**config.mk**
```make
export PLATFORM = sky130hd
export DESIGN_NAME = ddc_output_and_nco_frequency_config
export DESIGN_NICKNAME = d
export VERILOG_FILES = /design/src/common/ddc_cfg_pkg.sv /design/src/logic/ddc_output_and_nco_frequency_config.sv
export SDC_FILE = /design/constraint.sdc
export NUM_CORES = 1
export LEC_CHECK = 0
export BUFFER_PORTS_ARGS = -buffer_cell sky130_fd_sc_hd__buf_4
export CAP_MARGIN = 20
export CORE_ASPECT_RATIO = 1.4
export CORE_UTILIZATION = 55
export DETAILED_ROUTE_END_ITERATION = 8
export PLACE_DENSITY = 0.9
export SETUP_SLACK_MARGIN = 0.15
export SYNTH_ARGS = -nofsm -noshare
export SYNTH_HDL_FRONTEND = slang
export SYNTH_SLANG_ARGS = --single-unit
```
**constraint.sdc**
```tcl
create_clock -name core_clk -period 3.21 [get_ports core_clk]
set_clock_uncertainty 0.2 [all_clocks]
set_input_delay 0.321 -clock core_clk [delete_from_list [all_inputs] [get_ports core_clk]]
set_output_delay 0.321 -clock core_clk [all_outputs]
set_load 0.02 [all_outputs]
```
**src/common/ddc_cfg_pkg.sv**
```systemverilog
// ddc_cfg_pkg: offsets, resets and widths of the down-converter configuration registers
// assumes an 8-bit register port with byte-wide offsets inside the filter page
`default_nettype none
package ddc_cfg_pkg;
    localparam int          ADDR_W          = 12;
    localparam int          DATA_W          = 8;
    localparam int          WORD_W          = 16;
    localparam int          SEL_W           = 2;
    localparam logic [11:0] OFF_BAND_MODE   = 12'h002;
    localparam logic [11:0] OFF_OUT_FORMAT  = 12'h005;
    localparam logic [11:0] OFF_SRC_SELECT  = 12'h006;
    localparam logic [11:0] OFF_OSC1_LOW    = 12'h007;
    localparam logic [11:0] OFF_OSC1_HIGH   = 12'h008;
    localparam logic [11:0] OFF_OSC2_LOW    = 12'h009;
    localparam logic [11:0] OFF_OSC2_HIGH   = 12'h00A;
    localparam logic [11:0] OFF_OSC3_LOW    = 12'h00B;
    localparam logic [11:0] OFF_OSC3_HIGH   = 12'h00C;
    localparam logic [11:0] OFF_BAND2_LOW   = 12'h00D;
    localparam logic [11:0] OFF_BAND2_HIGH  = 12'h00E;
    localparam logic [11:0] OFF_OSC_CHOICE  = 12'h010;
    localparam logic [7:0]  RESET_BYTE      = 8'h00;
    localparam int          FIELD_BIT0      = 0;
    localparam logic [1:0]  CHOICE_OSC1     = 2'h0;
    localparam logic [1:0]  CHOICE_OSC2     = 2'h1;
    localparam logic [1:0]  CHOICE_OSC3     = 2'h2;
endpackage
`default_nettype wire

```
**src/logic/ddc_output_and_nco_frequency_config.sv**
```systemverilog
// ddc_output_and_nco_frequency_config: per-channel output format, source mux and oscillator
// words; assumes register writes/reads arrive on the sample clock from the serial control port
// Functional notes
// - bit set: complex output becomes real stream at twice output rate
// - bit set: down-converter takes samples from the alternate channel converter
// - each oscillator word is 16 bits, one count is fs over 2^16
// - first band-1 word: low byte 007h, high byte 008h
// - second band-1 word: low byte 009h, high byte 00Ah
// - third band-1 word: low byte 00Bh, high byte 00Ch
// - band-2 word at 00Dh/00Eh, effective only in dual-band mode
// - band-mode bit at 002h: 0 single band, 1 dual band
// - choice codes 00, 01, 10 pick band-1 oscillator one, two, three
`timescale 1ns/10ps
`default_nettype none
module ddc_output_and_nco_frequency_config
    import ddc_cfg_pkg::*;
#(
    parameter int SAMPLE_W = 14
)(
    input  wire logic                           core_clk,
    input  wire logic                           srst,
    input  wire logic                           clk_en,
    input  wire logic                           reg_wr,
    input  wire logic                           reg_rd,
    input  wire logic [ddc_cfg_pkg::ADDR_W-1:0] reg_addr,
    input  wire logic [ddc_cfg_pkg::DATA_W-1:0] reg_wdata,
    output logic      [ddc_cfg_pkg::DATA_W-1:0] reg_rdata,
    input  wire logic [SAMPLE_W-1:0]            own_sample,
    input  wire logic [SAMPLE_W-1:0]            alt_sample,
    output logic      [SAMPLE_W-1:0]            ddc_sample,
    output logic                                real_output_mode,
    output logic                                dual_band_mode,
    output logic      [ddc_cfg_pkg::WORD_W-1:0] band1_word,
    output logic      [ddc_cfg_pkg::WORD_W-1:0] band2_word
);
    import ddc_cfg_pkg::*;

    logic             band_mode;
    logic             out_format;
    logic             alternate_source_select;
    logic [SEL_W-1:0] oscillator_choice;
    logic [WORD_W-1:0] osc_word [0:3];
    logic             next_band_mode;
    logic             next_out_format;
    logic             next_alt_sel;
    logic [SEL_W-1:0] next_choice;
    logic [WORD_W-1:0] next_osc_word [0:3];
    logic [DATA_W-1:0] next_rdata;
    logic [SAMPLE_W-1:0] next_sample;
    logic [WORD_W-1:0] next_band1;
    logic [WORD_W-1:0] next_band2;

    // byte write into one half of a 16-bit word
    function automatic logic [WORD_W-1:0] put_byte(input logic [WORD_W-1:0] w,
                                                   input logic hi,
                                                   input logic [DATA_W-1:0] b);
        put_byte = hi ? {b, w[DATA_W-1:0]} : {w[WORD_W-1:DATA_W], b};
    endfunction

    // register writes; single-bit fields keep bit 0 only, the rest is dropped
    always_comb
    begin
        next_band_mode  = band_mode;
        next_out_format = out_format;
        next_alt_sel    = alternate_source_select;
        next_choice     = oscillator_choice;
        for (int i = 0; i < 4; i++)
        begin
            next_osc_word[i] = osc_word[i];
        end
        if (reg_wr)
        begin
            case (reg_addr)
                OFF_BAND_MODE:  next_band_mode  = reg_wdata[FIELD_BIT0];
                OFF_OUT_FORMAT: next_out_format = reg_wdata[FIELD_BIT0];
                OFF_SRC_SELECT: next_alt_sel    = reg_wdata[FIELD_BIT0];
                OFF_OSC_CHOICE: next_choice     = reg_wdata[SEL_W-1:0];
                OFF_OSC1_LOW:   next_osc_word[0] = put_byte(osc_word[0], 1'b0, reg_wdata);
                OFF_OSC1_HIGH:  next_osc_word[0] = put_byte(osc_word[0], 1'b1, reg_wdata);
                OFF_OSC2_LOW:   next_osc_word[1] = put_byte(osc_word[1], 1'b0, reg_wdata);
                OFF_OSC2_HIGH:  next_osc_word[1] = put_byte(osc_word[1], 1'b1, reg_wdata);
                OFF_OSC3_LOW:   next_osc_word[2] = put_byte(osc_word[2], 1'b0, reg_wdata);
                OFF_OSC3_HIGH:  next_osc_word[2] = put_byte(osc_word[2], 1'b1, reg_wdata);
                OFF_BAND2_LOW:  next_osc_word[3] = put_byte(osc_word[3], 1'b0, reg_wdata);
                OFF_BAND2_HIGH: next_osc_word[3] = put_byte(osc_word[3], 1'b1, reg_wdata);
                default:        next_band_mode  = band_mode;
            endcase
        end
    end

    // read mux; unused upper bits and unmapped offsets read zero
    always_comb
    begin
        next_rdata = reg_rdata;
        if (reg_rd)
        begin
            case (reg_addr)
                OFF_BAND_MODE:  next_rdata = {7'h00, band_mode};
                OFF_OUT_FORMAT: next_rdata = {7'h00, out_format};
                OFF_SRC_SELECT: next_rdata = {7'h00, alternate_source_select};
                OFF_OSC_CHOICE: next_rdata = {6'h00, oscillator_choice};
                OFF_OSC1_LOW:   next_rdata = osc_word[0][DATA_W-1:0];
                OFF_OSC1_HIGH:  next_rdata = osc_word[0][WORD_W-1:DATA_W];
                OFF_OSC2_LOW:   next_rdata = osc_word[1][DATA_W-1:0];
                OFF_OSC2_HIGH:  next_rdata = osc_word[1][WORD_W-1:DATA_W];
                OFF_OSC3_LOW:   next_rdata = osc_word[2][DATA_W-1:0];
                OFF_OSC3_HIGH:  next_rdata = osc_word[2][WORD_W-1:DATA_W];
                OFF_BAND2_LOW:  next_rdata = osc_word[3][DATA_W-1:0];
                OFF_BAND2_HIGH: next_rdata = osc_word[3][WORD_W-1:DATA_W];
                default:        next_rdata = RESET_BYTE;
            endcase
        end
    end

    // datapath outputs, registered so the words change only on clean edges
    always_comb
    begin
        next_sample = alternate_source_select ? alt_sample : own_sample;
        // band-1 oscillator pick; code 11 is unused and holds oscillator one
        case (oscillator_choice)
            CHOICE_OSC1: next_band1 = osc_word[0];
            CHOICE_OSC2: next_band1 = osc_word[1];
            CHOICE_OSC3: next_band1 = osc_word[2];
            default:     next_band1 = osc_word[0];
        endcase
        // band-2 word gated by dual band
        next_band2 = band_mode ? osc_word[3] : '0;
    end

    // state registers; clk_en low freezes everything, srst still clears
    always_ff @(posedge core_clk)
    begin
        if (srst)
        begin
            band_mode               <= 1'b0;
            out_format              <= 1'b0;
            alternate_source_select <= 1'b0;
            oscillator_choice       <= CHOICE_OSC1;
            for (int i = 0; i < 4; i++)
            begin
                osc_word[i] <= {RESET_BYTE, RESET_BYTE};
            end
            reg_rdata        <= RESET_BYTE;
            ddc_sample       <= '0;
            band1_word       <= '0;
            band2_word       <= '0;
            real_output_mode <= 1'b0;
            dual_band_mode   <= 1'b0;
        end
        else if (clk_en)
        begin
            band_mode               <= next_band_mode;
            out_format              <= next_out_format;
            alternate_source_select <= next_alt_sel;
            oscillator_choice       <= next_choice;
            for (int i = 0; i < 4; i++)
            begin
                osc_word[i] <= next_osc_word[i];
            end
            reg_rdata        <= next_rdata;
            ddc_sample       <= next_sample;
            band1_word       <= next_band1;
            band2_word       <= next_band2;
            real_output_mode <= out_format;
            dual_band_mode   <= band_mode;
        end
    end

    property p_src_mux;
        @(posedge core_clk) disable iff (srst)
        (clk_en && $past(clk_en) && !$past(srst)) |-> ddc_sample ==
            ($past(alternate_source_select) ? $past(alt_sample) : $past(own_sample));
    endproperty
    a_src_mux: assert property (p_src_mux) else $error("source mux wrong");

    property p_band2_gate;
        @(posedge core_clk) disable iff (srst)
        (!dual_band_mode && !band_mode) |-> band2_word == '0;
    endproperty
    a_band2_gate: assert property (p_band2_gate) else $error("band2 word leaks");

    property p_osc1_low;
        @(posedge core_clk) disable iff (srst)
        (clk_en && reg_wr && reg_addr == OFF_OSC1_LOW) |=> osc_word[0][7:0] == $past(reg_wdata);
    endproperty
    a_osc1_low: assert property (p_osc1_low) else $error("osc1 low lost");

    property p_osc2_high;
        @(posedge core_clk) disable iff (srst)
        (clk_en && reg_wr && reg_addr == OFF_OSC2_HIGH) |=> osc_word[1][15:8] == $past(reg_wdata);
    endproperty
    a_osc2_high: assert property (p_osc2_high) else $error("osc2 high lost");

    property p_osc3_read;
        @(posedge core_clk) disable iff (srst)
        (clk_en && reg_rd && reg_addr == OFF_OSC3_HIGH) |=> reg_rdata == $past(osc_word[2][15:8]);
    endproperty
    a_osc3_read: assert property (p_osc3_read) else $error("osc3 readback wrong");

    property p_choice;
        @(posedge core_clk) disable iff (srst)
        (clk_en && oscillator_choice == CHOICE_OSC3) |=> band1_word == $past(osc_word[2]);
    endproperty
    a_choice: assert property (p_choice) else $error("oscillator pick wrong");

    property p_format;
        @(posedge core_clk) disable iff (srst)
        (clk_en && reg_wr && reg_addr == OFF_OUT_FORMAT) ##1 clk_en |=> real_output_mode == $past(reg_wdata[0], 2);
    endproperty
    a_format: assert property (p_format) else $error("format flag wrong");

    property p_upper_zero;
        @(posedge core_clk) disable iff (srst)
        (clk_en && reg_rd && reg_addr == OFF_SRC_SELECT) |=> reg_rdata[7:1] == 7'h00;
    endproperty
    a_upper_zero: assert property (p_upper_zero) else $error("upper bits nonzero");
endmodule
`default_nettype wire

```
==> impl_results.md, run 1 <==
- Slew @ Worst Pin: 907.1 ps
- Die width: 87.14 um
- RSZ-0062 raised after global routing: false
- Main synth FF type: edfxtp_1
- Syn Nets: 589
- Synth Area in Adders: 0.4483%
- Initial Util: 56.38%
- F_max: 433.7 MHz
- Crit share post-route: 71.83%
- First-pass GRT wire length: 23410 um
- Post-synthesis compound-gate area fraction: 13.74%
- Largest net degree at the start of global routing: 66
- Dpl ws: 676.6 ps
- Top cell type by total area after synthesis: edfxtp_1
- Sequential share of power: 44.5%
- Via count: 4836
- Crit path kind: flip-flop to flip-flop
- WP depth: 6
- Pwr per Cell Area: 571.6 nW/um2
- Seq/Total Area, Yosys: 56.31%
- Status: finished, final reports clean
- Crit path max-delay family: compound AO/OA/AOI/OAI gates
- DR iter-0 viols: 780
- Sum Neg Setup Slack: 0 ps
- Area added between synthesis and finish: 27.08%
- Min-delay src: own_sample[7]
- ANT cells: 0
- Area share of the largest cell type after synthesis: 34.43%
- Switching share of power: 22.86%
- Cell-internal power: 3.128 mW
- Static Leak: 2.756 nW
- Routed wire per std cell: 19.59 um
- Synth top area cells: edfxtp_1, dfxtp_1, nor2_1
- Initial antenna violation count: 0
- TritonCTS Buffers: 17
- Fillcell total: 697
- Total Routing Usage GR: 30.00%
- Clk pin slew, worst setup/hold paths: 60 ps
- Clock Latency Late Sink: 420 ps
- Hold EP: ddc_sample[7]
- Worst Hold Class: input port to flip-flop
- M1 wire length: 5194 um
- R2R Path End: band1_word[4]
- Die area: 10560 um2
- Final worst slack: 904.3 ps
- Die Span Y: 121.2 um
- CP Capture Type: flip-flop
- Placeable Area: 9899 um2
- WL final: 15340 um
- Clock Sinks: 125
- Largest family of logic cells by synthesized area: simple AND/OR/NAND/NOR gates
- Detailed placer's ending HPWL: 10620 um
- H-tree Lvls: 4
- Initial DRT Pass Iterations: 6
- Distinct cells, synth: 48
- Area occupied by multi-input gates: 2268 um2
- Minimum clock period: 2306 ps
- Max cap viols: 0
- Vias in the first global route: 4745
- ANT nets after route: 0
- Met3 wire len: 1341 um
- Remaining global-route overflow: 0
- Via density: 6.176
- Slowest stage cell, crit path: ha_1
- GPL Wtd Cong: 0.9115
- Final #Nets: 690
- Final Hold Fails: 0
- Final Max Slew Viols: 0
- Comb power frac: 8.1%
- Number of flops mapped to enable cells by yosys: 64
- Share of cells above drive strength 1: 25.31%
- Cell Area, Synth: 5582 um2
- Post-synth ARST share: 0%
- R2R depth: 6
- Required time of the critical path: 3280 ps
- Yosys warns: 0
- Reg2reg start: oscillator_choice[0]
- P_sw: 0.9269 mW
- Row cnt: 43
- Worst path arrival time: 2380 ps
- Clock group share of total power: 47.4%
- Port Buf Inserts: 108
- Flops & latches, synth: 125
- WHS Path Cells: 3
- Post-cts gate resize count: 0
- Top layer in use: met4
- Startpoint types: flip-flop
- Max_slew headroom: 39.53%
- Synth Area in Simple Gates: 18.61%
- Buf/Inv on CP: 1
- Peak VDD IR: 0.0004204 V
- Clock Path Buffers: 2
- Root buffer cell: clkbuf_16
- Final setup violation count: 0
- # IOs: 109
- Syn_area_per_cell: 10.45 um2
- Mapped Cells: 534
- Peak fanout along the critical path: 32
- Register Area: 3143 um2
- CP peak stage delay: 650 ps
- Post-synthesis mux area share: 7.846%
- CTS tree: yes
- CP Cell Sequence: inv_1 -> ha_1 -> a221oi_1 -> nor3_1 -> a21oi_1 -> nor2_1
- DRC: 0
- XOR/XNOR Fraction of Synth Area: 0%
- Met2 wire len: 8122 um
- R2R Setup Slk: 900 ps
-- flip-flops by register name (all words and copies together) (netlist names) --
signal	count
dual_band_mode	1
alternate_source_select	1
band2_word	16
ddc_sample	14
osc_word	64
band1_word	16
reg_rdata	8
out_format	1
band_mode	1
oscillator_choice	2
real_output_mode	1
-- power groups by stage --
stage | Sequential [mW] | Clock (mW) | Combinational [mW]
global placement | 1.83 | 0 | 0.308
CTS | 1.80 | 1.93 | 0.325
global route | 1.81 | 2.00 | 0.349
detailed placement | 1.83 | 0 | 0.319
finish | 1.80 | 1.92 | 0.328
floorplan | 1.85 | 0 | 0.157
-- worst min-delay path, delay by kind of cell --
family / cells / cell delay [ps]
buffers and inverters: 1 / 100
muxes: 1 / 110
AOI/OAI and AO/OA: 1 / 80
-- layout by cell type (no fill, tap or decap), types with 2 or more instances in the layout --
cell type,count
a21o_1,5
clkbuf_1,2
a211oi_1,16
bufinv_16,3
dfxtp_1,61
nand2_1,27
a22oi_1,22
nand2b_1,3
inv_4,2
clkinvlp_4,3
a21oi_1,20
mux4_2,6
ha_1,2
nor4_1,2
buf_4,118
o21ai_0,13
a31o_2,2
mux2i_1,28
clkbuf_16,17
nand3_1,4
and2_1,6
edfxtp_1,64
nor2b_1,19
nor2_1,124
inv_1,4
or3_1,2
clkinv_2,4
a41o_1,2
mux2_2,2
a221oi_1,22
dlygate4sd3_1,2
nor3_1,20
-- area by class of cell --
| class | count | area share [%] |
|---|---|---|
| Sequential cell | 125 | 44.31 |
| Multi-Input combinational cell | 367 | 31.98 |
| Timing Repair Buffer | 120 | 12.77 |
| Clock buffer | 20 | 6.297 |
| Tap cell | 135 | 2.381 |
| Clock inverter | 12 | 2.046 |
| Inverter | 4 | 0.2117 |
-- cells in the mapped netlist (all sizes together), types with 2 or more instances --
cell / number
nand3: 4
nor2b: 19
nand2: 27
ha: 2
nor2: 124
buf: 8
mux2i: 28
inv: 4
a31o: 2
dfxtp: 61
a211oi: 16
a221oi: 22
mux4: 6
and2: 6
or3: 3
a21o: 5
a22oi: 22
edfxtp: 64
nand2b: 3
o21ai: 13
or4b: 2
a21oi: 20
clkbuf: 30
mux2: 2
nor4: 3
a41o: 2
nor4b: 2
nor3: 21
-- per-layer routing --
layer	track usage (%)	up-vias
met5	0	-
met2	51.62	307
met4	17.11	0
met1	33.42	2299
li1	-	2151
met3	7.347	79
-- how the worst max path moves through the flow --
stage	to	from	slack, ps
2_1_floorplan	osc_word[1][10]	reg_addr[2]	740
3_3_place_gp	osc_word[2][15]	reg_addr[7]	740
3_5_place_dp	osc_word[2][13]	reg_addr[7]	680
4_1_cts	band1_word[4]	oscillator_choice[0]	950
5_1_grt	band1_word[4]	oscillator_choice[0]	790
6_report	band1_word[4]	oscillator_choice[0]	900
-- cell families after synthesis --
kind of cell             Yosys count
AO/OA/AOI/OAI                    108
AND/OR/NAND/NOR                  221
adder cells (fa/ha/maj)            2
flip-flops                       125
buffers and inverters             42
multiplexers                      36
-- metrics by stage --
step | utilization, % | power [mW] | hold WS, ps | instance area, um2 | cells
floorplan | - | 2.003 | 268.2 | 5582 | 534
global placement | 65.47 | 2.137 | 256.0 | 6481 | 749
detailed placement | 65.47 | 2.152 | 256.2 | 6481 | 749
CTS | 71.65 | 4.055 | 45.15 | 7093 | 783
global route | 71.65 | 4.157 | 71.79 | 7093 | 783
finish | 71.65 | 4.055 | 48.88 | 7093 | 783
-- timing repair --
action                    4_1_cts  5_1_grt
setup buffers                   0        0
hold endpoints to repair        2        0
hold buffers                    2        0
No activity file was read; power rests on OpenSTA's default activity.
==> run 2: changes to the inputs <==
--- a/config.mk
+++ b/config.mk
@@ -8,9 +8,9 @@
 export BUFFER_PORTS_ARGS = -buffer_cell sky130_fd_sc_hd__buf_4
 export CAP_MARGIN = 20
 export CORE_ASPECT_RATIO = 1.4
-export CORE_UTILIZATION = 55
+export CORE_UTILIZATION = 50
 export DETAILED_ROUTE_END_ITERATION = 8
-export PLACE_DENSITY = 0.9
+export PLACE_DENSITY = 0.86
 export SETUP_SLACK_MARGIN = 0.15
 export SYNTH_ARGS = -nofsm -noshare
 export SYNTH_HDL_FRONTEND = slang
==> constraint.sdc (replaced) <==
create_clock -name core_clk -period 1.9 [get_ports core_clk]
set_clock_uncertainty 0.2 [all_clocks]
set_input_delay 0.19 -clock core_clk [delete_from_list [all_inputs] [get_ports core_clk]]
set_output_delay 0.19 -clock core_clk [all_outputs]
set_load 0.02 [all_outputs]
==> run 2 against run 1 <==
  * First-iteration DRC count down 15%
  * Wire length up 32%
  * Register-to-register slack worse by 870 ps
  * Sequential share of layout area down 6.1 points
  * Final cell count up 11%
  * Via count up 16%
  * Die area up 9.8%
  * Setup slack worse by 870 ps
  * Final area up 16%
  * Clock power up 71%
  * Critical path type is now input port to flip-flop
  * Critical endpoint is now osc_word[0][13]
  * Highest routed layer unchanged
==> impl_results.md, run 2 (same netlist as run 1, synthesis figures left out) <==
- Worst Hold Class: input port to flip-flop
- R2R Setup Slk: 40 ps (-870 ps)
- Share of cells above drive strength 1: 37.60% (+12 points)
- Static Leak: 3.289 nW (+19%)
- DP Cell Count: 792 (+5.7%)
- Crit path kind: input port to flip-flop
- Remaining global-route overflow: 0 (unchanged)
- Final Hold Fails: 0 (unchanged)
- Row cnt: 45 (+4.7%)
- Final design utilization: 75.71% (+4.1 points)
- # IOs: 109 (unchanged)
- Initial DRT Pass Iterations: 5 (-1)
- Slew @ Worst Pin: 634.6 ps (-272.4 ps)
- Final #Nets: 768 (+11%)
- GPL Wtd Cong: 0.8814 (-3.3%)
- Required time of the critical path: 1830 ps (-1450 ps)
- Status: finished, final reports clean
- Biggest register: osc_word
- Most common cell after layout, fill and taps aside: buf_4
- Area added between synthesis and finish: 47.39%
- Die width: 91.30 um (+4.8%)
- CP Capture Type: flip-flop
- Clk pin slew, worst setup/hold paths: 60 ps (about the same)
- Post-Route Hold Slack: 19.12 ps (-29.76 ps)
- Commonest non-fill, non-tap cells in the layout: buf_4, nor2_1, edfxtp_1
- Clock Latency Late Sink: 420 ps (about the same)
- Post-Layout Cell Count: 867 (+11%)
- Peak VDD IR: 0.0007389 V (+76%)
- Detailed placer's ending HPWL: 11340 um (+6.8%)
- Worst path arrival time: 1790 ps (-590 ps)
- ANT nets after route: 0 (unchanged)
- Startpoint types: input port
- Final setup violation count: 0 (unchanged)
- ANT cells: 0 (unchanged)
- Final worst slack: 36.49 ps (-867.8 ps)
- Initial Util: 51.36% (-5.0 points)
- Clock Path Buffers: 2 (unchanged)
- Vias in the first global route: 5171 (+9.0%)
- Total Routing Usage GR: 32.51% (+2.5 points)
- Root buffer cell: clkbuf_16
- F_max: 536.6 MHz
- Routed wire per std cell: 23.40 um (+19%)
- Crit share post-route: 98.08%
- Initial antenna violation count: 0 (unchanged)
- Max reg flops: 64 (unchanged)
- DRC: 0 (unchanged)
- DR iter-0 viols: 665 (-15%)
- Port Buf Inserts: 108 (unchanged)
- Via count: 5626 (+16%)
- Placeable Area: 10870 um2 (+9.8%)
- Via density: 6.489 (+5.1%)
- First-pass GRT wire length: 28240 um (+21%)
- Max cap viols: 0 (unchanged)
- Pwr per Cell Area: 861.7 nW/um2 (+51%)
- H-tree Lvls: 4 (unchanged)
- TritonCTS Buffers: 17 (unchanged)
- Power Total: 7.089 mW (+75%)
- WL final: 20280 um (+32%)
- Die area: 11600 um2 (+9.8%)
- Clock Sinks: 125 (unchanged)
- Minimum clock period: 1864 ps
- RSZ-0062 raised after global routing: true
- Top flop regs: osc_word (64), band1_word (16), band2_word (16)
- Max_slew headroom: 57.69% (+18 points)
- Final Max Slew Viols: 0 (unchanged)
- Die Span Y: 127.0 um (+4.8%)
- Peak fanout along the critical path: 8 (-75%)
- Dpl ws: -339.3 ps (-1016 ps)
- Largest net degree at the start of global routing: 40 (-39%)
- CTS tree: yes
run 2: critical path, cell delays in order:
cell	delay, ps
buf_6	90
or4_4	570
or3_4	440
nor3_4	260
a21o_4	240
run 2: final timing paths:
path                                           start         endpoint  cells past startpoint
worst min-delay path                          clk_en     reg_rdata[0]                      4
worst min register to register          reg_rdata[2]     reg_rdata[2]                      2
worst max register to register  oscillator_choice[0]    band1_word[9]                      8
worst max-delay path                     reg_addr[7]  osc_word[0][13]                      5
run 2: final cells by class:
type	count	area, um2
Timing Repair Buffer	198	1664
Clock buffer	20	436.7
Inverter	4	15.01
Clock inverter	12	146.4
Tap cell	141	176.4
Multi-Input combinational cell	367	2643
Sequential cell	125	3146
Fill cell	593	2640
run 2: repair_timing:
item | 4_1_cts | 5_1_grt
gates resized for setup | 18 | 49
hold buffers | 30 | 0
hold endpoints to repair | 20 | 0
cloned | 1 | 1
pin swaps | 3 | 12
buffers inserted | 1 | 10
setup endpoints to repair | 40 | 58
run 2: power by group:
part	internal [mW]	total (mW)	switching (mW)
logic	0.337	0.736	0.399
clock network	2.05	3.28	1.23
registers	2.97	3.08	0.107
total	5.35	7.09	1.74
run 2: per-layer routing:
metal	vias up	track usage, %	part of all wire, %
met5	-	0	0
met4	0	20.54	7.4
met3	139	8.869	9.0
met2	481	56.64	51
met1	2675	34.80	33
li1	2331	-	-
run 2: stage by stage:
step | TNS, ps | area, um2
floorplan | -8238 | 5689
detailed placement | -22210 | 6888
finish | 0 | 8227
global placement | -16780 | 6888
global route | 0 | 8227
CTS | 0 | 7904
